## src/hw/dlr_consts.svh

```systemverilog
// Opcodes, field positions, reset values and layout constants of the load-register decoder.
`ifndef DLR_CONSTS_SVH
`define DLR_CONSTS_SVH
`define DLR_OPC_HI        15
`define DLR_OPC_LO        11
`define DLR_ADR_HI        10
`define DLR_ADR_LO        0
`define DLR_OPC_LOAD_PARAM_REG    5'h00
`define DLR_OPC_LZ        5'h04
`define DLR_OPC_LA        5'h05
`define DLR_OPC_EXEC      5'h10
`define DLR_OPC_LOAD_REPEAT_REG   5'h01
`define DLR_SUB_LEA       11'h533
`define DLR_ACC_W         34
`define DLR_ACC_MSB_FLD   30
`define DLR_ACC_LSB_FLD   15
`define DLR_ACC_RND_BIT   14
`define DLR_EXT_MEM_LSB   1
`define DLR_RND_POS       0
`define DLR_LEN_HI        15
`define DLR_LEN_LO        8
`define DLR_REG_RST       32'h0000_0000
`define DLR_ACC_RST       34'h0_0000_0000
`endif

```

## src/hw/dlr_pkg.sv

```systemverilog
// Types shared by the load-register decoder modules.
package dlr_pkg;
   // Operation picked out of one instruction word.
   typedef enum logic [5:0] {
      DLR_OP_NONE   = 6'b000001,
      DLR_OP_Z      = 6'b000010,
      DLR_OP_ACC    = 6'b000100,
      DLR_OP_EXT    = 6'b001000,
      DLR_OP_PARAM  = 6'b010000,
      DLR_OP_REPEAT = 6'b100000
   } dlr_op_t;
   // Sequencer states of the top module.
   typedef enum logic [2:0] {
      DLR_ST_IDLE = 3'b001,
      DLR_ST_WAIT = 3'b010,
      DLR_ST_DONE = 3'b100
   } dlr_state_t;
endpackage

```

## src/hw/dlr_dec_if.sv

```systemverilog
// Interface carrying an instruction word to the decoder and its decoded result back.
`timescale 1ns/1ps
interface dlr_dec_if;
   import dlr_pkg::*;
   logic [15:0] word;     // Instruction word to decode.
   dlr_op_t     op;       // Decoded operation.
   logic [10:0] addr;     // Address field of the word.
   logic        odd;      // Address field is not double-word aligned.
   modport dec (input word, output op, output addr, output odd);
   modport use_side (output word, input op, input addr, input odd);
endinterface

```

## src/hw/dlr_decode.sv

```systemverilog
// Combinational decoder of the load-register instruction words.
`timescale 1ns/1ps
`include "dlr_consts.svh"
module dlr_decode
   import dlr_pkg::*;
   #(parameter logic [4:0] OPC_REPEAT = `DLR_OPC_LOAD_REPEAT_REG)
(
   dlr_dec_if.dec d
);
   logic [4:0]  opc;   // Major opcode field.
   logic [10:0] fld;   // Low field, address or subcode.

   // Split the word into opcode and operand field.
   assign opc    = d.word[`DLR_OPC_HI:`DLR_OPC_LO];
   assign fld    = d.word[`DLR_ADR_HI:`DLR_ADR_LO];
   assign d.addr = fld;
   // The extended load has no address, so its subcode never counts as odd.
   assign d.odd  = fld[0] & (d.op != DLR_OP_EXT) & (d.op != DLR_OP_NONE);

   // Map opcodes to operations; anything else is left to other decoders.
   always_comb begin
      d.op = DLR_OP_NONE;
      if (opc == `DLR_OPC_LZ) begin
         d.op = DLR_OP_Z;
      end else if (opc == `DLR_OPC_LA) begin
         d.op = DLR_OP_ACC;
      end else if (opc == `DLR_OPC_EXEC && fld == `DLR_SUB_LEA) begin
         d.op = DLR_OP_EXT;
      end else if (opc == `DLR_OPC_LOAD_PARAM_REG) begin
         d.op = DLR_OP_PARAM;
      end else if (opc == OPC_REPEAT) begin
         d.op = DLR_OP_REPEAT;
      end
   end
endmodule

```

## src/hw/dlr_top.sv

```systemverilog
// Load-register instruction sequencer of the vector DSP module.
`timescale 1ns/1ps
`include "dlr_consts.svh"
module dlr_top
   import dlr_pkg::*;
   #(parameter logic [4:0] OPC_REPEAT = `DLR_OPC_LOAD_REPEAT_REG,
     parameter int         WRAP_W     = 4)
(
   input  wire logic              mclk,
   input  wire logic              rstn,
   // Instruction port: one word offered at a time, held until it is accepted.
   input  wire logic              instr_valid,
   input  wire logic [15:0]       instr_word,
   output      logic              instr_ready,
   output      logic              instr_done,
   output      logic              instr_err,
   output      logic              instr_foreign,
   // X vector pointer fields that place element zero of the X vector.
   input  wire logic [15:0]       x_addr,
   input  wire logic [WRAP_W-1:0] x_wrap,
   // Internal memory read port; one double word per request.
   output      logic              mem_rd_req,
   output      logic [15:0]       mem_rd_addr,
   input  wire logic              mem_rd_valid,
   input  wire logic [31:0]       mem_rd_data,
   // Loaded registers and the accumulator, all held in flip-flops.
   output      logic [31:0]       z_ptr,
   output      logic [31:0]       param_reg,
   output      logic [31:0]       repeat_reg,
   output      logic [`DLR_ACC_W-1:0] acc_re,
   output      logic [`DLR_ACC_W-1:0] acc_im,
   output      logic              round_enable_bit,
   output      logic              param_len_zero
);
   dlr_dec_if              dif ();        // Link to the decoder.
   // Sequencer, handshake and pulse registers.
   dlr_state_t             state_ff;      // Sequencer state.
   dlr_op_t                op_ff;         // Operation being carried out.
   logic                   ready_ff;      // Ready for a new instruction.
   logic                   done_ff;       // One-cycle completion pulse.
   logic                   err_ff;        // One-cycle misaligned-address pulse.
   logic                   foreign_ff;    // One-cycle pulse for words not ours.
   logic                   req_ff;        // Memory read request level.
   logic [15:0]            addr_ff;       // Memory word address.
   // Registers loaded from internal memory.
   logic [31:0]            z_ff;          // Z vector pointer register.
   logic [31:0]            param_ff;      // Parameter register.
   logic [31:0]            repeat_ff;     // Repeat register.
   logic [`DLR_ACC_W-1:0]  acc_re_ff;     // Accumulator real part.
   logic [`DLR_ACC_W-1:0]  acc_im_ff;     // Accumulator imaginary part.
   logic                   rnd_ff;        // Registered copy of the rounding bit.
   logic                   lenz_ff;       // Parameter length field reads zero.
   // Combinational helpers that are valid in the current cycle only.
   logic                   take;          // Instruction accepted this cycle.
   logic                   ours;          // Accepted word is one of our loads.
   logic [15:0]            nxt_addr;      // Address for the accepted word.
   logic [`DLR_ACC_W-1:0]  cplx_re;       // Real part built from a complex word.
   logic [`DLR_ACC_W-1:0]  cplx_im;       // Imaginary part built from a complex word.
   logic [`DLR_ACC_W-1:0]  ext_val;       // Accumulator part built from an extended word.

   // Cyclic-buffer address of element n of a vector; n is zero here.
   // The base keeps the pointer bits above the wrap size and the offset wraps
   // inside the buffer, so an element never leaves its buffer whatever the step.
   // The step input stays general so that a later element fetch could reuse
   // the same arithmetic; with a zero step the result equals the pointer.
   function automatic logic [15:0] cyc_addr(input logic [15:0]       base_ptr,
                                            input logic [WRAP_W-1:0] wrap,
                                            input logic [15:0]       step);
      logic [15:0] mask;
      logic [15:0] off;
      mask     = 16'h0000;
      off      = 16'h0000;
      mask     = (16'h0001 << wrap) - 16'h0001;
      off      = (base_ptr + step) & mask;
      cyc_addr = (base_ptr & ~mask) | off;
   endfunction

   // Decoder instance shares opcode layout with this module.
   // The decoder is purely combinational, so the operation seen here belongs
   // to the word on the instruction port in this very cycle. It is trusted
   // only at the edge that accepts the word; op_ff keeps it from then on.
   dlr_decode #(.OPC_REPEAT(OPC_REPEAT)) u_dec (
      .d (dif.dec)
   );

   // Acceptance needs both sides: the offer and our own readiness. A word that
   // is not one of our loads is still accepted, so that the port never stalls
   // on an instruction that another unit is meant to carry out.
   assign dif.word = instr_word;
   assign take     = instr_valid & ready_ff;
   assign ours     = dif.op != DLR_OP_NONE;

   // The extended load fetches X[0]; all others use the word's own address.
   // The address field is eleven bits wide and is zero-extended to the full
   // word address, so these loads reach only the low part of internal memory.
   always_comb begin
      nxt_addr = {5'h00, dif.addr};
      if (dif.op == DLR_OP_EXT) begin
         nxt_addr = cyc_addr(x_addr, x_wrap, 16'h0000);
      end
   end

   // Complex word: low half is real, high half imaginary, sign-extended above.
   // Bits below the rounding bit start at zero so later sums truncate cleanly.
   // The rounding bit comes from the registered copy, which lags the parameter
   // register by one cycle; a parameter load always ends at least two cycles
   // before the next load can fetch, so the lag is never seen by a load.
   always_comb begin
      cplx_re = {{3{mem_rd_data[15]}}, mem_rd_data[15:0], rnd_ff, 14'h0000};
      cplx_im = {{3{mem_rd_data[31]}}, mem_rd_data[31:16], rnd_ff, 14'h0000};
   end

   // Extended word drops its lowest bit and is sign-extended at the top.
   // Bit 31 of the memory value is the sign and is copied into the three
   // guard bits, so the accumulator keeps the sign of the extended value.
   // The dropped bit is not kept: the accumulator part has no place for it.
   always_comb begin
      ext_val = {{3{mem_rd_data[31]}}, mem_rd_data[31:`DLR_EXT_MEM_LSB]};
   end

   // Sequencer: accept, fetch the double word, then report completion.
   // Only one load is in flight at a time; the memory answer may come in the
   // first cycle of the request or any later one, and the sequencer waits for
   // it without a limit, since the memory side owns that latency.
   // The done state lasts a single cycle and gives ready its way back up.
   always_ff @(posedge mclk or negedge rstn) begin
      if (!rstn) begin
         state_ff <= DLR_ST_IDLE;
      end else begin
         unique case (state_ff)
            DLR_ST_IDLE: begin
               // Misaligned or foreign words never start a fetch.
               if (take && ours && !dif.odd) begin
                  state_ff <= DLR_ST_WAIT;
               end
            end
            DLR_ST_WAIT: begin
               if (mem_rd_valid) begin
                  state_ff <= DLR_ST_DONE;
               end
            end
            DLR_ST_DONE: begin
               state_ff <= DLR_ST_IDLE;
            end
         endcase
      end
   end

   // Latch the operation at acceptance so the instruction port may change.
   // Refused and foreign words are latched as well; this is harmless because
   // op_ff is read only in the wait state, which those words never reach.
   always_ff @(posedge mclk or negedge rstn) begin
      if (!rstn) begin
         op_ff <= DLR_OP_NONE;
      end else if (take) begin
         op_ff <= dif.op;
      end
   end

   // Ready drops while an instruction is in flight and returns after done.
   // It follows the state rather than a pulse, so it cannot drift from it;
   // a refused or foreign word keeps it high, which lets such words follow
   // each other without a gap.
   always_ff @(posedge mclk or negedge rstn) begin
      if (!rstn) begin
         ready_ff <= 1'b0;
      end else if (state_ff == DLR_ST_IDLE) begin
         ready_ff <= !(take && ours && !dif.odd);
      end else begin
         ready_ff <= state_ff == DLR_ST_DONE;
      end
   end

   // Completion, misalignment and foreign-word pulses.
   // Done lasts exactly one cycle because the wait state ends with the answer;
   // err and foreign stay high as long as such words are taken back to back.
   // At most one of the three is high in any cycle.
   always_ff @(posedge mclk or negedge rstn) begin
      if (!rstn) begin
         done_ff    <= 1'b0;
         err_ff     <= 1'b0;
         foreign_ff <= 1'b0;
      end else begin
         done_ff    <= state_ff == DLR_ST_WAIT && mem_rd_valid;
         err_ff     <= take && ours && dif.odd;
         foreign_ff <= take && !ours;
      end
   end

   // Memory request is held until the memory answers with data.
   // The address is loaded once at acceptance and is not touched again until
   // the next accepted load, so it stays stable for the whole request.
   always_ff @(posedge mclk or negedge rstn) begin
      if (!rstn) begin
         req_ff  <= 1'b0;
         addr_ff <= 16'h0000;
      end else if (state_ff == DLR_ST_IDLE && take && ours && !dif.odd) begin
         req_ff  <= 1'b1;
         addr_ff <= nxt_addr;
      end else if (state_ff == DLR_ST_WAIT && mem_rd_valid) begin
         req_ff  <= 1'b0;
      end
   end

   // Pointer, parameter and repeat registers take the fetched double word.
   // The word is stored as it comes; its format is the business of the units
   // that read these registers; only the parameter length field is checked, by the zero-length flag.
   always_ff @(posedge mclk or negedge rstn) begin
      if (!rstn) begin
         z_ff      <= `DLR_REG_RST;
         param_ff  <= `DLR_REG_RST;
         repeat_ff <= `DLR_REG_RST;
      end else if (state_ff == DLR_ST_WAIT && mem_rd_valid) begin
         if (op_ff == DLR_OP_Z) begin
            z_ff <= mem_rd_data;
         end
         if (op_ff == DLR_OP_PARAM) begin
            param_ff <= mem_rd_data;
         end
         if (op_ff == DLR_OP_REPEAT) begin
            repeat_ff <= mem_rd_data;
         end
      end
   end

   // Accumulator is written only by the two accumulator loads; the pointer,
   // parameter and repeat loads leave both parts exactly as they were.
   // There is no other writer in this block, so keeping the value is a matter
   // of not assigning it rather than of writing the old value back.
   always_ff @(posedge mclk or negedge rstn) begin
      if (!rstn) begin
         acc_re_ff <= `DLR_ACC_RST;
         acc_im_ff <= `DLR_ACC_RST;
      end else if (state_ff == DLR_ST_WAIT && mem_rd_valid) begin
         if (op_ff == DLR_OP_ACC) begin
            acc_re_ff <= cplx_re;
            acc_im_ff <= cplx_im;
         end else if (op_ff == DLR_OP_EXT) begin
            acc_re_ff <= ext_val;
            acc_im_ff <= ext_val;
         end
      end
   end

   // Rounding bit and zero-length flag track the parameter register.
   // The length check only reports; software must never load a zero length.
   // Both flags are derived every cycle rather than at the load edge, so they
   // are correct from the first edge after reset; reset itself clears the zero-length flag.
   always_ff @(posedge mclk or negedge rstn) begin
      if (!rstn) begin
         rnd_ff  <= 1'b0;
         lenz_ff <= 1'b0;
      end else begin
         rnd_ff  <= param_ff[`DLR_RND_POS];
         lenz_ff <= param_ff[`DLR_LEN_HI:`DLR_LEN_LO] == 8'h00;
      end
   end

   // Every output is a flip-flop.
   // None of the assignments below carries logic, so every output changes
   // only at a clock edge or at the asynchronous reset and cannot glitch between edges.
   assign instr_ready      = ready_ff;
   assign instr_done       = done_ff;
   assign instr_err        = err_ff;
   assign instr_foreign    = foreign_ff;
   assign mem_rd_req       = req_ff;
   assign mem_rd_addr      = addr_ff;
   assign z_ptr            = z_ff;
   assign param_reg        = param_ff;
   assign repeat_reg       = repeat_ff;
   assign acc_re           = acc_re_ff;
   assign acc_im           = acc_im_ff;
   assign round_enable_bit = rnd_ff;
   assign param_len_zero   = lenz_ff;
endmodule

```

## config.mk

```make
export PLATFORM = sky130hd
export DESIGN_NAME = dlr_top
export DESIGN_NICKNAME = d
export VERILOG_FILES = /design/src/hw/dlr_pkg.sv /design/src/hw/dlr_dec_if.sv /design/src/hw/dlr_decode.sv /design/src/hw/dlr_top.sv
export VERILOG_INCLUDE_DIRS = /design/src /design/src/hw
export SDC_FILE = /design/constraint.sdc
export NUM_CORES = 1
export LEC_CHECK = 0
export BUFFER_PORTS_ARGS = -buffer_cell sky130_fd_sc_hd__clkbuf_2
export CAP_MARGIN = 5
export CORE_MARGIN = 2
export CORE_UTILIZATION = 54
export CTS_CLUSTER_SIZE = 25
export DETAILED_ROUTE_END_ITERATION = 8
export PLACE_DENSITY = 0.86
export SLEW_MARGIN = 20
export SYNTH_ARGS = -nofsm -noshare
export SYNTH_HDL_FRONTEND = slang
export SYNTH_SLANG_ARGS = --single-unit
```

## constraint.sdc

```tcl
create_clock -name mclk -period 2.7 [get_ports mclk]
set_input_delay 0.135 -clock mclk [delete_from_list [all_inputs] [get_ports mclk]]
set_output_delay 0.135 -clock mclk [all_outputs]
set_load 0.05 [all_outputs]
```

# [Word-level counts from Yosys, hierarchy flattened]
# Index checks and enable logic that the tools add are counted.
[op_classes] addsub=1 shifts=1 reduce_logical=21 bitwise_logic=7 eq_ne=18 muxes=15
[ops] cell="34-bit 2-to-1 mux" n=3
[ops] cell="16-bit AND" n=2
[ops] cell="6-bit 2-to-1 mux" n=5
[ops] cell="16-bit 2-to-1 mux" n=1
[ops] cell="16-bit inverter" n=1
[ops] cell="16-bit OR" n=1
[ops] cell="1-bit by 4-bit left shift with 16-bit output, first input constant" n=1
[ops] cell="16-bit by 1-bit subtractor with 16-bit output, second input constant" n=1
[ops] cell="6-bit by 4-bit == test with 1-bit output, second input constant" n=2
[ops] cell="11-bit == test, second input constant" n=1
[ops] cell="5-bit by 3-bit == test with 1-bit output, second input constant" n=2
[ops] cell="2-bit AND reduction" n=5
[ops] cell="1-bit logical AND" n=9
[ops] cell="3-bit case mux with 3 select lines" n=1
[ops] cell="8-bit logical NOT" n=1
[ops] cell="6-bit by 2-bit == test with 1-bit output, second input constant" n=1
[ops] cell="6-bit by 3-bit == test with 1-bit output, second input constant" n=1
[ops] cell="6-bit by 5-bit == test with 1-bit output, second input constant" n=1
[ops] cell="6-bit == test, second input constant" n=1
[ops] cell="3-bit 2-to-1 mux" n=2
[ops] cell="6-bit by 1-bit != test with 1-bit output, second input constant" n=1
[ops] cell="6-bit by 4-bit != test with 1-bit output, second input constant" n=1
[ops] cell="5-bit by 1-bit == test with 1-bit output, second input constant" n=1
[ops] cell="5-bit == test, second input constant" n=1
[ops] cell="9 further kinds" n=17
[totals] ff_bits=196 inputBits=72 output_inout_bits=187 word_cells=78

# [Logic depth before layout (Yosys ltp)]
[depth] depth_word=13 depth_mapped=7 ltp_nobuf=4

# [Cells and area by module]
# Synthesis repeated with hierarchy kept, for this count alone.
[hier_totals] cells_unflattened=527 area_unflattened_um2=7483.4
[by_module_without_submodules] module="dlr_top" cells_per_inst=503 seq_area_each_um2=4381.7 area_each_um2=7297.0 instances=1
[by_module_without_submodules] module="dlr_decode" cells_per_inst=24 seq_area_each_um2=0.0 area_each_um2=186.4 instances=1

# [Least setup slack after synthesis]
# OpenSTA, ideal clock, no wires.
[synth_timing] kind="reg-to-reg" from="register ready_ff, in the netlist instr_ready" to="register addr_ff[14], in the netlist mem_rd_addr[14]" arrival_ns=1.605 stages_incl_launch_ff=6 synth_period_minus_slack_ns=1.743 n_path_buf=1 setup_ns=0.138 setup_slack_ns=0.957 cell_sequence="dfrtp_1 -> nand2_1 -> or3_1 -> clkbuf_1 -> o21ai_0 -> o21ai_0"
[synth_via] elab_chain_len=4
[synth_lines] element="start, declared" line="dlr_top.sv:39" source="logic ready_ff;"
[synth_lines] element="start signal, assigned" line="dlr_top.sv:168" source="ready_ff <= !(take && ours && !dif.odd);"
[synth_lines] element="1-bit AND" line="dlr_top.sv:90" source="assign take = instr_valid & ready_ff;"
[synth_lines] element="1-bit logical AND (3 in series)" line="dlr_top.sv:197" source="end else if (state_ff == DLR_ST_IDLE && take && ours && !dif.odd) begin"
[synth_lines] element="end signal, assigned" line="dlr_top.sv:199" source="addr_ff <= nxt_addr;"
[synth_lines] element="end, declared" line="dlr_top.sv:44" source="logic [15:0] addr_ff;"
# Every way passes these cells.
# A chain may end at the register's enable or synchronous reset.

# [Final worst setup path]
[layout_timing] from="input instr_word[7]" to="register addr_ff[2], in the netlist mem_rd_addr[2]"
[layout_via] elab_chain_len=10 elab_cells_between_ends=14 cone_classes="eq/ne: 4; mux: 4; bitwise: 2; reduce/logical: 4"
[layout_lines] element="start, declared" line="dlr_top.sv:13" source="input wire logic [15:0] instr_word,"
[layout_lines] element="11-bit == test (no source line) *"
[layout_lines] element="1-bit logical AND (no source line) *"
[layout_lines] element="6-bit 2-to-1 mux *" line="dlr_decode.sv:27" source="end else if (opc == `DLR_OPC_EXEC && fld == `DLR_SUB_LEA) begin"
[layout_lines] element="6-bit 2-to-1 mux *" line="dlr_decode.sv:25" source="end else if (opc == `DLR_OPC_LA) begin"
[layout_lines] element="6-bit 2-to-1 mux *" line="dlr_decode.sv:23" source="if (opc == `DLR_OPC_LZ) begin"
[layout_lines] element="6-bit by 4-bit != test with 1-bit output" line="dlr_decode.sv:18" source="assign d.odd = fld[0] & (d.op != DLR_OP_EXT) & (d.op != DLR_OP_NONE);"
[layout_lines] element="1-bit AND (2 in series)" line="dlr_decode.sv:18"
[layout_lines] element="1-bit logical NOT" line="dlr_top.sv:197"
[layout_lines] element="1-bit logical AND" line="dlr_top.sv:197"
# Mark *: on every way between the ends. The rest lies on a longest branch, timed or not.

==> impl_metrics.prom <==
# TYPE chip_impl_metric gauge
chip_impl_metric{name="achievable-frequency",unit="MHz"} 427.8
chip_impl_metric{name="worst_slew_margin_rel",unit="%"} 43.32
chip_impl_info{name="main_synth_ff_type",value="sky130_fd_sc_hd__dfrtp_1"} 1
chip_impl_metric{name="dieHeight",unit="µm"} 120.7
chip_impl_metric{name="synth-compound-area-share",unit="%"} 4.966
chip_impl_metric{name="routed_wire_length_per_instance",unit="µm"} 19.91
chip_impl_metric{name="post_synth_and_or_nand_nor_area_fraction",unit="%"} 6.361
chip_impl_metric{name="maximum_fanout_along_the_worst_path",unit=""} 13
chip_impl_metric{name="clk_latency",unit="ns"} 0.42
chip_impl_metric{name="fill_cells",unit=""} 879
chip_impl_metric{name="portBuffers",unit=""} 254
chip_impl_metric{name="synth_enable_flop_cells",unit=""} 0
chip_impl_metric{name="critical_path_buf_inv_count",unit=""} 3
chip_impl_info{name="crit_type",value="in -> reg"} 1
chip_impl_metric{name="required",unit="ns"} 3.05
chip_impl_info{name="critical_path.top_delay_family",value="buffers and inverters"} 1
chip_impl_metric{name="cts_buffers",unit=""} 17
chip_impl_metric{name="maxCapViolations",unit=""} 0
chip_impl_metric{name="async_reset_ff_share",unit="%"} 100.0
chip_impl_info{name="outcome",value="complete, no violations"} 1
chip_impl_metric{name="synth_area",unit="mm²"} 0.007357
chip_impl_metric{name="post_synth_inst_count",unit=""} 528
chip_impl_metric{name="multi_input_area",unit="mm²"} 0.002604
chip_impl_metric{name="core-area",unit="mm²"} 0.01330
chip_impl_metric{name="reg2reg_setup_slack",unit="ns"} 0.41
chip_impl_metric{name="synth_fa_ha_area_share",unit="%"} 0
chip_impl_metric{name="layout-drive-gt1-share",unit="%"} 51.99
chip_impl_info{name="post-synth-top-area-cell",value="sky130_fd_sc_hd__dfrtp_1"} 1
chip_impl_metric{name="post_synthesis_mux_area_share",unit="%"} 23.88
chip_impl_info{name="worstReg2RegStart",value="state_ff[2]"} 1
chip_impl_metric{name="nets",unit=""} 865
chip_impl_metric{name="grt_overflow",unit=""} 0
chip_impl_metric{name="crit_share_post_route",unit="%"} 86.58
chip_impl_metric{name="vias_per_cell",unit=""} 5.416
chip_impl_metric{name="placement_rows",unit=""} 42
chip_impl_metric{name="io_pins",unit=""} 259
chip_impl_info{name="synth_area_leaders",value="sky130_fd_sc_hd__dfrtp_1, sky130_fd_sc_hd__mux2_4, sky130_fd_sc_hd__mux2_2"} 1
chip_impl_metric{name="post_layout_nonfiller_instances",unit=""} 982
chip_impl_info{name="rsz0062_at_grt",value="false"} 1
chip_impl_info{name="layout_common_cells",value="sky130_fd_sc_hd__clkbuf_2, sky130_fd_sc_hd__dfrtp_1, sky130_fd_sc_hd__mux2_4, sky130_fd_sc_hd__mux2_2, sky130_fd_sc_hd__o21ai_0"} 1
chip_impl_info{name="timing.critical_path.slowest_stage_cell",value="sky130_fd_sc_hd__and4_1"} 1
chip_impl_metric{name="total_of_endpoints_with_negative_setup_slack_in_the_final_report",unit=""} 0
chip_impl_metric{name="drt-initial-drc-count",unit=""} 354
chip_impl_metric{name="antenna_cells_inserted",unit=""} 0
chip_impl_info{name="worst_hold_startpoint",value="instr_word[3]"} 1
chip_impl_metric{name="cp.arrival",unit="ns"} 2.68
chip_impl_metric{name="critical_path.max_stage_delay",unit="ns"} 0.61
chip_impl_metric{name="drt-pass1-iter-count",unit=""} 4
chip_impl_metric{name="route.detailed.drc",unit=""} 0
chip_impl_metric{name="post_synth_num_cell_types",unit=""} 41
chip_impl_metric{name="synth-xor-area-share",unit="%"} 0.1190
chip_impl_metric{name="tritoncts_num_sinks",unit=""} 175
chip_impl_metric{name="place.detailed.hpwl",unit="µm"} 13170
chip_impl_metric{name="grt_pass1_vias",unit=""} 5656
chip_impl_metric{name="initial_utilization",unit="%"} 55.34
chip_impl_info{name="worst_setup_path_start_kind",value="primary input"} 1
chip_impl_info{name="startpoint",value="instr_word[7]"} 1
chip_impl_metric{name="place_congestion",unit=""} 0.8754
chip_impl_info{name="sequence_of_cells_on_the_critical_path",value="dlygate4sd3_1, clkbuf_2, nor4b_1, and4_1, a21oi_1, dlygate4sd3_1, mux2i_1"} 1
chip_impl_info{name="cts_tree",value="done"} 1
chip_impl_info{name="hold_path.class",value="in -> reg"} 1
chip_impl_metric{name="slew_at_the_pin_closest_to_its_max_slew_limit",unit="ns"} 0.8501
chip_impl_info{name="synth_top_family_by_area",value="multiplexers"} 1
chip_impl_metric{name="route.vias.total",unit=""} 5319
chip_impl_metric{name="hold_violations",unit=""} 0
chip_impl_metric{name="grt_max_degree",unit=""} 68
chip_impl_metric{name="cts-htree-levels",unit=""} 4
chip_impl_metric{name="die_x",unit="µm"} 120.7
chip_impl_metric{name="yosys_register_bits",unit=""} 175
chip_impl_metric{name="detail_route.wirelength",unit="µm"} 19560
chip_impl_metric{name="regArea",unit="mm²"} 0.004382
chip_impl_metric{name="grt.total_usage",unit="%"} 27.40
chip_impl_metric{name="timing.clock.skew",unit="ns"} 0.01239
chip_impl_metric{name="floorplan.die_area",unit="mm²"} 0.01457
chip_impl_info{name="clk_root_buffer_cell",value="sky130_fd_sc_hd__clkbuf_16"} 1
chip_impl_info{name="final_common_cell",value="sky130_fd_sc_hd__clkbuf_2"} 1
chip_impl_info{name="worstSetupEndpointType",value="register"} 1
chip_impl_metric{name="cts_buffer_depth",unit=""} 2
chip_impl_metric{name="postSynthAreaPerCell",unit="µm²"} 13.93
chip_impl_metric{name="syn_nets",unit=""} 600
chip_impl_metric{name="ant_nets",unit=""} 0
chip_impl_metric{name="synth_sequential_area_ratio",unit="%"} 59.56
chip_impl_metric{name="grt_pass1_wl",unit="µm"} 30170
chip_impl_metric{name="clkTransAtPathRegs",unit="ns"} 0.07
chip_impl_info{name="critical-path-top-cell-by-count",value="sky130_fd_sc_hd__dlygate4sd3_1"} 1
chip_impl_metric{name="area_delta_synth_final",unit="%"} 29.68
chip_impl_metric{name="synth.top_cell.area_share",unit="%"} 58.84
chip_impl_metric{name="setup-tns-final",unit="ns"} 0
chip_impl_metric{name="initial_antenna_violation_count",unit=""} 0
chip_impl_metric{name="post-place-cells",unit=""} 925
chip_impl_metric{name="report.final.slew_viol_count",unit=""} 0
chip_impl_metric{name="period_minus_slack",unit="ns"} 2.338
chip_impl_metric{name="synth_warnings",unit=""} 0
cell type report:
| type | count | area share (%) |
|---|---|---|
| clock buffer | 21 | 4.826 |
| clock inverter | 11 | 1.626 |
| inverter | 13 | 0.5115 |
| multi-input combinational | 293 | 27.29 |
| sequential | 175 | 45.93 |
| tap | 176 | 2.308 |
| timing repair buffer | 293 | 17.51 |
synthesized netlist by cell type, types with 2 or more instances:
cell / count
sky130_fd_sc_hd__clkbuf_1: 7
sky130_fd_sc_hd__a22o_1: 2
sky130_fd_sc_hd__inv_1: 13
sky130_fd_sc_hd__or3_1: 2
sky130_fd_sc_hd__dfstp_2: 2
sky130_fd_sc_hd__or4_1: 2
sky130_fd_sc_hd__mux2_4: 60
sky130_fd_sc_hd__nand3_1: 7
sky130_fd_sc_hd__o21ai_0: 51
sky130_fd_sc_hd__a32o_1: 2
sky130_fd_sc_hd__nand3b_4: 2
sky130_fd_sc_hd__nor3_1: 3
sky130_fd_sc_hd__nor2_1: 6
sky130_fd_sc_hd__and4b_1: 2
sky130_fd_sc_hd__dfrtp_1: 173
sky130_fd_sc_hd__nand4_1: 2
sky130_fd_sc_hd__buf_2: 10
sky130_fd_sc_hd__a21oi_1: 8
sky130_fd_sc_hd__nand2_1: 47
sky130_fd_sc_hd__mux2i_1: 27
sky130_fd_sc_hd__mux2_2: 52
sky130_fd_sc_hd__buf_6: 7
sky130_fd_sc_hd__buf_4: 23
timing repair:
item                      CTS  global route
buffers inserted            0             0
hold endpoints to repair   85             0
hold buffers               25             0
resized for setup           0             0
per-stage QoR:
step / hold WS, ns / instance area, µm² / utilization (%) / setup WS, ns
floorplan: -0.1606 / 7357 / - / 0.9573
global placement: 0.1585 / 8675 / 65.25 / 0.4937
detailed placement: 0.1722 / 8675 / 65.25 / 0.4093
CTS: 0.003974 / 9540 / 71.76 / 0.3913
global route: 0.002178 / 9540 / 71.76 / 0.2122
finish: 0.008878 / 9540 / 71.76 / 0.3623
metal layers:
layer / up-vias / GRT usage, % / routed length [µm]
met5: - / 0 / 0
met4: 0 / 10.54 / 318
met3: 29 / 6.745 / 1398
met2: 263 / 46.72 / 9975
met1: 2665 / 33.66 / 7863
li1: 2362 / - / -
cell families (layout without fill, tap and decap cells):
group,Yosys count,count (layout)
flops,175,175
buf+inv,60,338
simple gates,86,86
xor+xnor,1,1
mux,139,139
compound gates,67,67
worst reg2reg max path: stages (launching register included):
cell,delay [ns]
sky130_fd_sc_hd__dfrtp_1,0.43
sky130_fd_sc_hd__and4bb_1,0.42
sky130_fd_sc_hd__and3_4,0.27
sky130_fd_sc_hd__nand3b_4,0.39
sky130_fd_sc_hd__buf_12,0.36
sky130_fd_sc_hd__mux2_4,0.30
path summary, 6_finish.rpt:
kind,end,cells past startpoint
max,mem_rd_addr[2],7
min,mem_rd_addr[3],3
max reg2reg,param_reg[31],5
min reg2reg,round_enable_bit,0
max in group asynchronous,state_ff[0],3
min in group asynchronous,repeat_reg[8],2
Power is left out: the tool's default activity adds up to more than one toggle a clock period on the data nets, which glitch-free logic cannot reach.
